==> src/alarm_pkg.sv <==
package alarm_pkg;
  // Channel layout: 4 analog inputs, 3 temperature monitors
  localparam int N_IN   = 4;
  localparam int N_TMP  = 3;
  localparam int N_CH   = N_IN + N_TMP;
  localparam int DW     = 12;
  // Status bit layout: 0..3 inputs, 4..9 temp high/low pairs, 10 diode, 11 die
  localparam int N_ST   = 12;
  localparam int ST_TMP = 4;
  localparam int ST_DIO = 10;
  localparam int ST_DIE = 11;
  // Register offsets (word addresses on the plain port)
  localparam logic [4:0] A_STATUS  = 5'h00;
  localparam logic [4:0] A_CTRL    = 5'h01;
  localparam logic [4:0] A_CFG1    = 5'h02;
  localparam logic [4:0] A_SWRST   = 5'h03;
  localparam logic [4:0] A_MASK    = 5'h04;
  localparam logic [4:0] A_FLAGS   = 5'h05;
  localparam logic [4:0] A_HI0     = 5'h08;
  localparam logic [4:0] A_LO0     = 5'h10;
  localparam logic [4:0] A_HYS0    = 5'h18;
  // Field positions
  localparam int CTRL_EN_POS    = 12;
  localparam int CTRL_LDIS_POS  = 13;
  localparam int CFG1_INFC_POS  = 0;
  localparam int CFG1_TFC_POS   = 3;
  // Reset values
  localparam logic [15:0] CTRL_RST   = 16'h0000;
  localparam logic [15:0] CFG1_INFC_RST = 16'h0003;
  localparam logic [1:0]  TFC_RST    = 2'h2;
  localparam logic [2:0]  INFC_RST   = 3'h3;
  localparam logic [11:0] HI_RST     = 12'hFFF;
  localparam logic [11:0] LO_RST     = 12'h000;
  localparam logic [6:0]  HYS_RST    = 7'h08;
  localparam logic [15:0] SWRST_KEY  = 16'h6600;
  localparam logic [11:0] DIE_HYS    = 12'h008;
  localparam logic [8:0]  CNT_MAX    = 9'h100;
  // Software reset blocks the port for 30 us
  localparam int CLK_MHZ      = 40;
  localparam int SWRST_US     = 30;
  localparam int SWRST_CYC    = SWRST_US * CLK_MHZ;
endpackage

==> src/alarm_monitor.sv <==
`timescale 1ns/1ps
`default_nettype none
// ----------------------------------------------------------------------------
// Overview of operation
// - Alarm pin pulls low, else released
// - Unmasked enabled event activates alarm pin
// - Alarm output disabled: status sets, pin idle
// - Latched bit holds until status read, resolved or not
// - Status read clears bits; persisting reasserts
// - Hardware, software, power-on reset clear status
// - Latch disabled: bit follows condition directly
// - Clear only past hysteresis inside thresholds
// - Per-channel hysteresis, 7 or 5 bits
// - Die overtemperature hysteresis fixed eight degrees
// - Channel bits set only after N consecutive violations; diode and die bits set at once
// - Input N select 1..256, default 16
// - Temperature N select 1..8, default 4
// - Reset pin low holds register defaults
// - Software reset write restores defaults
// - Power-on reset equals hardware reset
// - Global flag ORs all status bits
// ----------------------------------------------------------------------------
module alarm_monitor
  import alarm_pkg::*;
#(
  parameter int SWRST_CYCLES = SWRST_CYC
) (
  input  wire logic          clk_sys_i,
  input  wire logic          rst_b_i,
  input  wire logic          por_b_i,
  input  wire logic          spi_mode_i,
  input  wire logic [4:0]    addr_i,
  input  wire logic [15:0]   wdata_i,
  input  wire logic          wr_i,
  input  wire logic          rd_i,
  output logic      [15:0]   rdata_o,
  output logic               busy_o,
  input  wire logic          conv_valid_i,
  input  wire logic [2:0]    conv_ch_i,
  input  wire logic [11:0]   conv_data_i,
  input  wire logic          diode_fault_i,
  input  wire logic [11:0]   die_temp_i,
  input  wire logic [11:0]   die_limit_i,
  output logic               alarm_oe_b_o,
  output logic               alarm_drv_o,
  output logic               irq_o,
  output logic               global_flag_o
);

  // ---------------------------------------------------------------------------
  // Reset combine
  // ---------------------------------------------------------------------------
  logic         rst_all_b;
  logic         swrst_r;
  logic [15:0]  ctrl_r;
  logic [15:0]  cfg1_r;
  logic [11:0]  hi_r  [N_CH];
  logic [11:0]  lo_r  [N_CH];
  logic [6:0]   hys_r [N_CH];
  logic [N_ST-1:0] status_r;
  logic [N_ST-1:0] cond_r;
  logic [N_ST-1:0] mask_r;
  logic [8:0]   cnt_r [N_CH];
  logic [31:0]  blk_r;
  logic         rd_ok;
  logic         wr_ok;

  assign rst_all_b = rst_b_i & por_b_i;
  assign rd_ok = rd_i & ~busy_o;
  assign wr_ok = wr_i & ~busy_o;

  function automatic logic [8:0] in_n(input logic [2:0] c);
    in_n = 9'h001 << ((c == 3'h0) ? 4'h0 : 4'(c) + 4'h1);
  endfunction

  function automatic logic [8:0] tmp_n(input logic [1:0] c);
    tmp_n = 9'h001 << c;
  endfunction

  // ---------------------------------------------------------------------------
  // Software reset
  // ---------------------------------------------------------------------------
  always_ff @(posedge clk_sys_i or negedge rst_all_b) begin
    if (!rst_all_b) begin
      swrst_r <= 1'b0;
    end else begin
      swrst_r <= wr_ok && addr_i == A_SWRST && (!spi_mode_i || wdata_i == SWRST_KEY);
    end
  end

  always_ff @(posedge clk_sys_i or negedge rst_all_b) begin
    if (!rst_all_b) begin
      blk_r  <= 32'h0000_0000;
      busy_o <= 1'b0;
    end else begin
      if (swrst_r) begin
        blk_r  <= 32'(SWRST_CYCLES);
        busy_o <= 1'b1;
      end else if (blk_r != 32'h0000_0000) begin
        blk_r  <= blk_r - 32'h0000_0001;
        busy_o <= (blk_r != 32'h0000_0001);
      end
    end
  end

  // ---------------------------------------------------------------------------
  // Configuration registers
  // ---------------------------------------------------------------------------
  // defaults while reset low
  always_ff @(posedge clk_sys_i or negedge rst_all_b) begin
    if (!rst_all_b) begin
      ctrl_r <= CTRL_RST;
      cfg1_r <= CFG1_INFC_RST | (16'(TFC_RST) << CFG1_TFC_POS);
      mask_r <= '0;
    end else if (swrst_r) begin
      ctrl_r <= CTRL_RST;
      cfg1_r <= CFG1_INFC_RST | (16'(TFC_RST) << CFG1_TFC_POS);
      mask_r <= '0;
    end else if (wr_ok) begin
      if (addr_i == A_CTRL) ctrl_r <= wdata_i;
      if (addr_i == A_CFG1) cfg1_r <= wdata_i;
      if (addr_i == A_MASK) mask_r <= wdata_i[N_ST-1:0];
    end
  end

  generate
    for (genvar g = 0; g < N_CH; g++) begin : g_thr
      always_ff @(posedge clk_sys_i or negedge rst_all_b) begin
        if (!rst_all_b) begin
          hi_r[g]  <= HI_RST;
          lo_r[g]  <= LO_RST;
          hys_r[g] <= HYS_RST;
        end else if (swrst_r) begin
          hi_r[g]  <= HI_RST;
          lo_r[g]  <= LO_RST;
          hys_r[g] <= HYS_RST;
        end else if (wr_ok) begin
          if (addr_i == A_HI0 + 5'(g)) hi_r[g] <= wdata_i[11:0];
          if (addr_i == A_LO0 + 5'(g)) lo_r[g] <= wdata_i[11:0];
          if (addr_i == A_HYS0 + 5'(g)) begin
            hys_r[g] <= (g < N_IN) ? wdata_i[6:0] : {2'b00, wdata_i[4:0]};
          end
        end
      end
    end
  endgenerate

  // ---------------------------------------------------------------------------
  // Per-channel filter and hysteresis
  // ---------------------------------------------------------------------------
  logic [N_CH-1:0] cv_hi;
  logic [N_CH-1:0] cv_lo;
  logic [N_CH-1:0] clr_hi;
  logic [N_CH-1:0] clr_lo;

  generate
    for (genvar g = 0; g < N_CH; g++) begin : g_chan
      logic [12:0] hi_cl;
      logic [12:0] lo_cl;
      logic [8:0]  n_sel;
      assign cv_hi[g] = conv_data_i > hi_r[g];
      assign cv_lo[g] = conv_data_i < lo_r[g];
      assign hi_cl = {1'b0, hi_r[g]} - {6'h00, hys_r[g]};
      assign lo_cl = {1'b0, lo_r[g]} + {6'h00, hys_r[g]};
      assign clr_hi[g] = !hi_cl[12] && {1'b0, conv_data_i} <= hi_cl;
      assign clr_lo[g] = {1'b0, conv_data_i} >= lo_cl;
      assign n_sel = (g < N_IN) ? in_n(cfg1_r[CFG1_INFC_POS +: 3])
                                : tmp_n(cfg1_r[CFG1_TFC_POS +: 2]);

      always_ff @(posedge clk_sys_i or negedge rst_all_b) begin
        if (!rst_all_b) begin
          cnt_r[g] <= '0;
        end else if (swrst_r) begin
          cnt_r[g] <= '0;
        end else if (conv_valid_i && conv_ch_i == 3'(g)) begin
          if (!(cv_hi[g] || cv_lo[g])) cnt_r[g] <= '0;
          else if (cnt_r[g] < n_sel) cnt_r[g] <= cnt_r[g] + 9'h001;
        end
      end
    end
  endgenerate

  // ---------------------------------------------------------------------------
  // Condition and status bits
  // ---------------------------------------------------------------------------
  logic [N_ST-1:0] cond_nxt;
  logic            ldis;
  assign ldis = ctrl_r[CTRL_LDIS_POS];

  always_comb begin
    logic [8:0] n;
    logic       hit;
    cond_nxt = cond_r;
    n = 9'h000;
    hit = 1'b0;
    for (int c = 0; c < N_CH; c++) begin
      if (conv_valid_i && conv_ch_i == 3'(c)) begin
        n = (c < N_IN) ? in_n(cfg1_r[CFG1_INFC_POS +: 3])
                       : tmp_n(cfg1_r[CFG1_TFC_POS +: 2]);
        hit = (cv_hi[c] || cv_lo[c]) && (cnt_r[c] + 9'h001 >= n);
        if (c < N_IN) begin
          if (hit) cond_nxt[c] = 1'b1;
          else if (clr_hi[c] && clr_lo[c]) cond_nxt[c] = 1'b0;
        end else begin
          if (hit && cv_hi[c]) cond_nxt[ST_TMP + 2*(c-N_IN)] = 1'b1;
          else if (clr_hi[c]) cond_nxt[ST_TMP + 2*(c-N_IN)] = 1'b0;
          if (hit && cv_lo[c]) cond_nxt[ST_TMP + 2*(c-N_IN) + 1] = 1'b1;
          else if (clr_lo[c]) cond_nxt[ST_TMP + 2*(c-N_IN) + 1] = 1'b0;
        end
      end
    end
    cond_nxt[ST_DIO] = diode_fault_i;
    if (die_temp_i > die_limit_i) cond_nxt[ST_DIE] = 1'b1;
    else if ({1'b0, die_temp_i} + {1'b0, DIE_HYS} <= {1'b0, die_limit_i}) cond_nxt[ST_DIE] = 1'b0;
  end

  always_ff @(posedge clk_sys_i or negedge rst_all_b) begin
    if (!rst_all_b) begin
      cond_r <= '0;
    end else if (swrst_r) begin
      cond_r <= '0;
    end else begin
      cond_r <= cond_nxt;
    end
  end

  always_ff @(posedge clk_sys_i or negedge rst_all_b) begin
    if (!rst_all_b) begin
      status_r <= '0;
    end else if (swrst_r) begin
      status_r <= '0;
    end else if (ldis) begin
      status_r <= cond_nxt;
    end else begin
      status_r <= ((rd_ok && addr_i == A_STATUS) ? '0 : status_r)
                | (cond_nxt & ~cond_r) | (cond_nxt & {N_ST{conv_valid_i}});
    end
  end

  // ---------------------------------------------------------------------------
  // Alarm outputs and read port
  // ---------------------------------------------------------------------------
  logic alarm_act;
  assign alarm_act = ctrl_r[CTRL_EN_POS] && |(status_r & ctrl_r[N_ST-1:0]);

  always_ff @(posedge clk_sys_i or negedge rst_all_b) begin
    if (!rst_all_b) begin
      alarm_oe_b_o  <= 1'b1;
      alarm_drv_o   <= 1'b0;
      irq_o         <= 1'b0;
      global_flag_o <= 1'b0;
    end else begin
      alarm_oe_b_o  <= ~alarm_act;
      alarm_drv_o   <= 1'b0;
      irq_o         <= |(status_r & mask_r);
      global_flag_o <= |status_r;
    end
  end

  always_ff @(posedge clk_sys_i or negedge rst_all_b) begin
    if (!rst_all_b) begin
      rdata_o <= 16'h0000;
    end else if (rd_ok) begin
      if (addr_i == A_STATUS) rdata_o <= 16'(status_r);
      else if (addr_i == A_CTRL) rdata_o <= ctrl_r;
      else if (addr_i == A_CFG1) rdata_o <= cfg1_r;
      else if (addr_i == A_MASK) rdata_o <= 16'(mask_r);
      else if (addr_i == A_FLAGS) rdata_o <= 16'(cond_r);
      else if (addr_i >= A_HI0 && addr_i < A_HI0 + 5'(N_CH)) rdata_o <= 16'(hi_r[3'(addr_i - A_HI0)]);
      else if (addr_i >= A_LO0 && addr_i < A_LO0 + 5'(N_CH)) rdata_o <= 16'(lo_r[3'(addr_i - A_LO0)]);
      else if (addr_i >= A_HYS0 && addr_i < A_HYS0 + 5'(N_CH)) rdata_o <= 16'(hys_r[3'(addr_i - A_HYS0)]);
      else rdata_o <= 16'h0000;
    end else begin
      rdata_o <= 16'h0000;
    end
  end

  // ---------------------------------------------------------------------------
  // Assertions
  // ---------------------------------------------------------------------------
  property p_od;
    @(posedge clk_sys_i) disable iff (!rst_all_b) !alarm_drv_o;
  endproperty
  a_od: assert property (p_od) else $error("alarm drives high");

  property p_en;
    @(posedge clk_sys_i) disable iff (!rst_all_b) alarm_act |=> !alarm_oe_b_o;
  endproperty
  a_en: assert property (p_en) else $error("alarm not driven");

  property p_mask;
    @(posedge clk_sys_i) disable iff (!rst_all_b) !ctrl_r[CTRL_EN_POS] |=> alarm_oe_b_o;
  endproperty
  a_mask: assert property (p_mask) else $error("alarm with enable off");

  property p_latch;
    @(posedge clk_sys_i) disable iff (!rst_all_b)
      (!ldis && !swrst_r && !(rd_ok && addr_i == A_STATUS))
      |=> ((status_r & ~$past(status_r) & ~$past(cond_nxt)) == '0)
          && ((status_r | ~$past(status_r)) == '1);
  endproperty
  a_latch: assert property (p_latch) else $error("latched bit lost");

  property p_rd;
    @(posedge clk_sys_i) disable iff (!rst_all_b)
      (!ldis && rd_ok && addr_i == A_STATUS && !conv_valid_i && cond_nxt == cond_r && !swrst_r) |=> status_r == '0;
  endproperty
  a_rd: assert property (p_rd) else $error("read did not clear");

  property p_sw;
    @(posedge clk_sys_i) disable iff (!rst_all_b) swrst_r |=> status_r == '0 && ctrl_r == CTRL_RST;
  endproperty
  a_sw: assert property (p_sw) else $error("software reset incomplete");

  property p_ldis;
    @(posedge clk_sys_i) disable iff (!rst_all_b) (ldis && !swrst_r) |=> status_r == cond_r;
  endproperty
  a_ldis: assert property (p_ldis) else $error("transparent mismatch");

  property p_gf;
    @(posedge clk_sys_i) disable iff (!rst_all_b) ##1 global_flag_o == |$past(status_r);
  endproperty
  a_gf: assert property (p_gf) else $error("global flag wrong");

  property p_sat;
    @(posedge clk_sys_i) disable iff (!rst_all_b) cnt_r[0] <= CNT_MAX;
  endproperty
  a_sat: assert property (p_sat) else $error("counter overrun");

  property p_tsat;
    @(posedge clk_sys_i) disable iff (!rst_all_b) cnt_r[N_IN] <= tmp_n(2'h3);
  endproperty
  a_tsat: assert property (p_tsat) else $error("temperature counter overrun");

  property p_filt;
    @(posedge clk_sys_i) disable iff (!rst_all_b)
      (conv_valid_i && conv_ch_i == 3'h0 && !cond_r[0] && !swrst_r
       && cnt_r[0] + 9'h001 < in_n(cfg1_r[CFG1_INFC_POS +: 3])) |=> !cond_r[0];
  endproperty
  a_filt: assert property (p_filt) else $error("alarm set before N samples");

  property p_hys;
    @(posedge clk_sys_i) disable iff (!rst_all_b)
      (conv_valid_i && conv_ch_i == 3'h0 && cond_r[0] && !clr_hi[0] && !swrst_r)
      |=> cond_r[0];
  endproperty
  a_hys: assert property (p_hys) else $error("alarm cleared inside hysteresis");

  property p_busy;
    @(posedge clk_sys_i) disable iff (!rst_all_b) swrst_r |=> busy_o;
  endproperty
  a_busy: assert property (p_busy) else $error("port not blocked");

  property p_refuse;
    @(posedge clk_sys_i) disable iff (!rst_all_b) (busy_o && wr_i) |=> $stable(ctrl_r);
  endproperty
  a_refuse: assert property (p_refuse) else $error("write taken while blocked");

  c_alarm: cover property (@(posedge clk_sys_i) disable iff (!rst_all_b) !alarm_oe_b_o);
  c_rdclr: cover property (@(posedge clk_sys_i) disable iff (!rst_all_b)
    rd_ok && addr_i == A_STATUS && |status_r);
  c_swrst: cover property (@(posedge clk_sys_i) disable iff (!rst_all_b) swrst_r);
  c_refuse: cover property (@(posedge clk_sys_i) disable iff (!rst_all_b) busy_o && wr_i);

endmodule
`default_nettype wire

==> config.mk <==
export PLATFORM = sky130hd
export DESIGN_NAME = alarm_monitor
export DESIGN_NICKNAME = d
export VERILOG_FILES = /design/src/alarm_pkg.sv /design/src/alarm_monitor.sv
export SDC_FILE = /design/constraint.sdc
export NUM_CORES = 1
export LEC_CHECK = 0
export BUFFER_PORTS_ARGS = -buffer_cell sky130_fd_sc_hd__buf_4
export CAP_MARGIN = 20
export CORE_MARGIN = 4
export CORE_UTILIZATION = 53
export DETAILED_ROUTE_END_ITERATION = 16
export PLACE_DENSITY = 0.7
export SLEW_MARGIN = 20
export SYNTH_ARGS = -nofsm -noshare
export SYNTH_HDL_FRONTEND = slang
export SYNTH_SLANG_ARGS = --single-unit
==> constraint.sdc <==
create_clock -name clk_sys_i -period 13.98 [get_ports clk_sys_i]
set_clock_uncertainty 0.15 [all_clocks]
set_input_delay 0.699 -clock clk_sys_i [delete_from_list [all_inputs] [get_ports clk_sys_i]]
set_output_delay 0.699 -clock clk_sys_i [all_outputs]
set_load 0.05 [all_outputs]
Word-level counts from Yosys, hierarchy flattened
Index checks and enable logic that the tools add are counted.
Widths: inputs -> output; s select.
- logic and storage cells: 459
- output and inout bits: 21
- bits in registers: 401
- input port bits: 68
- bitwise operators: 15
- equality and inequality tests: 41
- reduce and logical (&&, ||, !) cells: 125
- muxes and demuxes: 156
- $add $sub $neg: 27
- magnitude comparators: 53
- shift operators: 2
- operator list (kind ; count):
    $mux 12 ; 57
    $mux 9 ; 28
    $mux 7 ; 24
    $mux 16 ; 10
    $gt 12x12->1 ; 8
    $add 12x7->13 ; 7
    $ge 12x13->1 ; 7
    $le 12x13->1 ; 7
    $sub 12x7->13 ; 7
    $lt 12x12->1 ; 7
    $bmux 12 s3 ; 2
    $eq 5x5->1 const B ; 14
    $reduce_bool 2->1 ; 33
    $mux 32 ; 2
    $add 9x1->9 const B ; 7
    $ge 9x9->1 ; 7
    $lt 9x9->1 ; 7
    $reduce_and 2->1 ; 31
    $and 12x12->12 ; 4
    $logic_and 1x1->1 ; 38
    $reduce_or 12->1 ; 3
    $eq 5x4->1 const B ; 7
    $ne 32x1->1 const B ; 1
    $reduce_bool 32->1 ; 1
    34 further kinds ; 100

Depth between registers and ports, before layout
- depth in word-level cells: 14
- gate-level depth with buffers: 18
- gate-level depth less buffers: 18

Least setup slack after synthesis
No wires, ideal clock.
- path type: register to register
- start point: reg cfg1_r[0]
- end point: reg cnt_r[49] in the netlist's numbering
- stages on the path, launching flop included: 12
- path slack: 10.297 ns
- arrival: 3.469 ns
- path buffers: 0
- period minus slack after synthesis: 3.683 ns
- required time: 13.766 ns
- library setup time: 0.064 ns
- cell sequence: dfstp_2 -> inv_1 -> ha_1 -> nand2b_1 -> or3_1 -> ha_1 -> or4_1 -> a211oi_1 -> a2bb2oi_1 -> a2111oi_2 -> o21ai_0 -> a21bo_2
- longest elaborated chain between the ends: 6
- elaborated cells between the ends (all ways): 7
- those cells by class: add/sub (1); order compare (1); eq/ne (1); shift (1); mux (1); reduce/logical (2)
- ends and longest elaborated chain (element ; RTL line ; text):
    start, declared ; alarm_monitor.sv:56 ; logic [15:0] cfg1_r;
    start signal, assigned ; alarm_monitor.sv:113 ; cfg1_r <= CFG1_INFC_RST | (16'(TFC_RST) << CFG1_TFC_POS);
    start signal, assigned ; alarm_monitor.sv:117 ; cfg1_r <= CFG1_INFC_RST | (16'(TFC_RST) << CFG1_TFC_POS);
    start signal, assigned ; alarm_monitor.sv:121 ; if (addr_i == A_CFG1) cfg1_r <= wdata_i;
    $add 3x1->4 / $logic_not 3->1 (equally long branches) ; - ;
    $mux 4 * ; - ;
    $shl 1x4->9 * ; - ;
    $lt 9x9->1 * ; alarm_monitor.sv:177 ; else if (cnt_r[g] < n_sel) cnt_r[g] <= cnt_r[g] + 9'h001;
    $ne 3x2->1 (no source line) * ; - ;
    $reduce_and 2->1 (no source line) * ; - ;
    end signal, assigned by index ; alarm_monitor.sv:172 ; cnt_r[g] <= '0;
    end signal, assigned by index ; alarm_monitor.sv:174 ; cnt_r[g] <= '0;
    end signal, assigned by index ; alarm_monitor.sv:176 ; if (!(cv_hi[g] || cv_lo[g])) cnt_r[g] <= '0;
    end, declared ; alarm_monitor.sv:63 ; logic [8:0] cnt_r [N_CH];
Mark *: on every way between the ends. The rest lies on a longest branch, timed or not.
A chain may end at the register's enable or synchronous reset.

Final worst setup path
- start point: reg hys_r[22] in the netlist's numbering
- end point: reg status_r[3]
- longest elaborated chain between the ends: 12
- elaborated cells between the ends (all ways): 16
- those cells by class: add/sub (2); order compare (2); mux (5); bitwise (4); reduce/logical (3)
- ends and longest elaborated chain (element ; RTL line ; text):
    start, declared ; alarm_monitor.sv:59 ; logic [6:0] hys_r [N_CH];
    start signal, assigned by index ; alarm_monitor.sv:141 ; hys_r[g] <= (g < N_IN) ? wdata_i[6:0] : {2'b00, wdata_i[4:0]};
    $sub 12x7->13 ; alarm_monitor.sv:163 ; assign hi_cl = {1'b0, hi_r[g]} - {6'h00, hys_r[g]};
    $le 12x13->1 / $logic_not 1->1 (equally long branches) ; alarm_monitor.sv:165 ; assign clr_hi[g] = !hi_cl[12] && {1'b0, conv_data_i} <= hi_cl;
    $logic_and 1x1->1 ; alarm_monitor.sv:165 ;
    $logic_and 1x1->1 * ; alarm_monitor.sv:203 ; else if (clr_hi[c] && clr_lo[c]) cond_nxt[c] = 1'b0;
    $mux 1 * ; alarm_monitor.sv:203 ;
    $mux 1 * ; alarm_monitor.sv:202 ; if (hit) cond_nxt[c] = 1'b1;
    $mux 2 * ; alarm_monitor.sv:197 ; if (conv_valid_i && conv_ch_i == 3'(c)) begin
    $and 12x12->12 ; alarm_monitor.sv:236 ; | (cond_nxt & ~cond_r) | (cond_nxt & {N_ST{conv_valid_i}});
    $or 12x12->12 (2 in a row) ; alarm_monitor.sv:236 ;
    $mux 12 * ; alarm_monitor.sv:232 ; end else if (ldis) begin
    $mux 12 * ; alarm_monitor.sv:230 ; end else if (swrst_r) begin
    end signal, assigned ; alarm_monitor.sv:233 ; status_r <= cond_nxt;
    end signal, assigned ; alarm_monitor.sv:235 ; status_r <= ((rd_ok && addr_i == A_STATUS) ? '0 : status_r)
    end, declared ; alarm_monitor.sv:60 ; logic [N_ST-1:0] status_r;
Marked as above.

==> results.yml <==
die:
  fp.coreArea_um2: 64600
  die_area_um2: 69600
  die-height_um: 264
  die_w_um: 264
  fp-row-count: 93
  start_util_pct: 53.7
  top_level_ports: 89
logic_synthesis:
  ys_types: 91
  ys_seq_elements: 395
  synth_nets: 4574
  async_flop_share_pct: 100
  synth_seq_area_share_pct: 28.8
  ys_warn_count: 0
  netlist_instances: 3948
  synthFlopType: "dfrtp_1"
  synth_edf_count: 0
  syn_area_um2: 34700
  avgSynthCellArea_um2: 8.79
power_and_ir_drop:
  power-per-cell-area_nw_per_um2: 92.5
  power.leakage_nw: 17.2
  finalPower_mw: 3.49
  ir_drop_mv: 0.103
placed_design:
  port_buffers: 87
  place.gp.congestion: 0.964
  placed_cells: 4772
  dp_hpwl_um: 78900
timing:
  hold_slack_ns: 0.161
  finalHoldViolCount: 0
  clock.fmax_mhz: 212
  worstMarginPinSlew_ns: 1.16
  tns_ns: 0
  maxSlewHeadroom_pct: 22.6
  setup_viol: 0
  rsz0062_at_grt: "false"
  period_needed_ns: 4.72
  slew_viol_final: 0
  final_min_period_over_clock_period_pct: 33.7
clock_network:
  clkSinkCount: 395
  post_cts_resized: 0
  post_cts_buffers: 0
  htree_levels: 2
  cts_buffer_depth: 3
  clk_latency_ns: 0.61
  root_buffer: "clkbuf_16"
  cts_hold_buf: 0
  tritoncts: "built"
  cts_buffers: 48
  cts.clk_slew.worst_paths_ns: 0.06
finish:
  regArea_um2: 10000
  fill_cells: 5808
  final_common_cell: "ha_1"
  drive_gt1_share_pct: 9.38
  final_cell_mix: "ha_1 (544), nand2_1 (450), dfrtp_1 (299), inv_1 (295), nor2_1 (276)"
  instances_no_fill: 4864
  multiInputGateArea_um2: 23000
  flow.area_growth_from_synthesis_pct: 8.63
  finalNetCount: 4594
setup_path:
  cp.required_ns: 14.32
  worstPathMaxFanout: 5
  worstPathArrival_ns: 5.06
  ff2ff_path_depth: 16
  rr_endpoint: "status_r[3]"
  critPathLaunchType: "flip-flop"
  r2r_start: "hys_r[22]"
  path_class: "reg -> reg"
  end_kind: "flip-flop"
  r2r_slack_ns: 9.26
global_routing:
  grt.total_usage_pct: 31.2
  grt_pass1_vias: 29100
  grt_first_pass_wirelength_um: 172000
  antenna_found_initial: 3
  grt_overflow: 0
  grt_max_degree: 159
detailed_routing:
  dr_total_vias: 30700
  first_pass_iters: 6
  initialDrtViolationCount: 3032
  drc: 0
  vias_per_cell: 6.31
  post_drt_wl_per_cell_um: 22.9
  wl_um: 111000
  ant_nets: 0
min_path:
  min_to: "swrst_r"
  hold_path_class: "in -> reg"
  hold_depth: 2
  worstHoldStart: "spi_mode_i"
run_status:
  status: "completed"
run:
  drv_cap: 0
synthesized netlist by cell type (all sizes together), types with 19 or more instances:
cell	number	share of area, %
a211o	19	0.48
nand4	58	1.0
nor4	39	0.72
or3	23	0.42
o22ai	27	0.49
mux4	32	2.1
mux2i	127	3.7
dfrtp	300	22
ha	544	20
a31oi	19	0.34
o21a	34	0.74
nor3	53	0.76
nand3	119	1.7
xnor2	148	3.7
dfstp	95	7.2
o31ai	27	0.58
a211oi	43	0.93
a21o	75	1.6
a21oi	265	3.8
nand2b	48	0.87
nor2	277	3.0
buf	29	0.41
o211ai	128	2.8
nor2b	58	1.0
o21ai	152	2.2
clkbuf	120	1.3
a22o	24	0.61
nand2	451	4.9
inv	296	3.2
xor2	44	1.1
and3	21	0.38
cell type report:
cell class                      instances  share of cell area, %
Clock inverter                         22                  0.561
Sequential cell                       395                   26.5
Clock buffer                           68                   3.54
Timing Repair Buffer                  119                   2.45
Antenna cell                            1                0.00664
Multi-Input combinational cell       3108                   61.1
Inverter                              296                   2.95
Tap cell                              855                   2.84
cell families (layout without fill, tap and decap cells):
kind of cell	count (synthesis)	after routing	synth area share (%)
flip-flops	395	395	28.8
XOR/XNOR	192	192	4.85
multiplexers	165	165	5.93
AND/OR/NAND/NOR	1241	1241	17.0
buffers and inverters	445	505	4.92
adder cells (fa/ha/maj)	558	558	20.4
AO/OA/AOI/OAI	951	951	18.0
other	1	2	0.0108
worst max-delay path: stages (launching register included):
cell	delay [ns]
dfrtp_1	0.45
ha_1	0.30
a21o_1	0.18
a21oi_1	0.21
nor2b_1	0.08
o21a_1	0.18
o41ai_1	0.58
nor3_1	0.13
xnor2_1	0.16
ha_1	0.28
o21a_1	0.10
o21ai_0	0.08
a221oi_1	0.24
o21ai_0	0.21
o41ai_1	0.76
o21ai_0	0.25
a22o_1	0.26
per-stage QoR:
| step | cell area [um^2] | setup slack (ns) | utilization [%] |
|---|---|---|---|
| 2_1_floorplan | 34700 | 0.440 | - |
| 3_3_place_gp | 36100 | 9.43 | 56.0 |
| 3_5_place_dp | 36100 | 9.41 | 56.0 |
| 4_1_cts | 37700 | 9.38 | 58.3 |
| 5_1_grt | 37700 | 9.18 | 58.4 |
| 6_report | 37700 | 9.26 | 58.4 |
flip-flops by register name, summed over array words and instances, names as in the netlist:
| name | cells |
|---|---|
| cnt_r | 63 |
| busy_o | 1 |
| cond_r | 12 |
| mask_r | 12 |
| lo_r | 84 |
| global_flag_o | 1 |
| alarm_oe_b_o | 1 |
| blk_r | 32 |
| irq_o | 1 |
| status_r | 12 |
| hys_r | 43 |
| swrst_r | 1 |
| cfg1_r | 16 |
| ctrl_r | 16 |
| rdata_o | 16 |
| hi_r | 84 |
how the worst max path moves through the flow:
stage,cells past startpoint,endpoint,startpoint
finish,16,status_r[3],hys_r[22]
global route,16,status_r[3],hys_r[22]
CTS,16,status_r[3],hys_r[22]
detailed placement,16,status_r[3],hys_r[22]
global placement,16,status_r[3],hys_r[22]
floorplan,1,blk_r[0],por_b_i
layer usage:
| layer | up-vias | global-route usage, % | wire length, um |
|---|---|---|---|
| met5 | - | 0.0693 | 7 |
| met4 | 2 | 10.8 | 4780 |
| met3 | 280 | 7.61 | 11000 |
| met2 | 1315 | 46.9 | 47200 |
| met1 | 14800 | 44.1 | 48100 |
| li1 | 14300 | - | - |
report_power, final:
part,internal (mW),switching (mW)
combinational,0.354,0.488
clock,0.708,0.544
sequential,1.25,0.143
No activity file was read; power rests on OpenSTA's default activity.
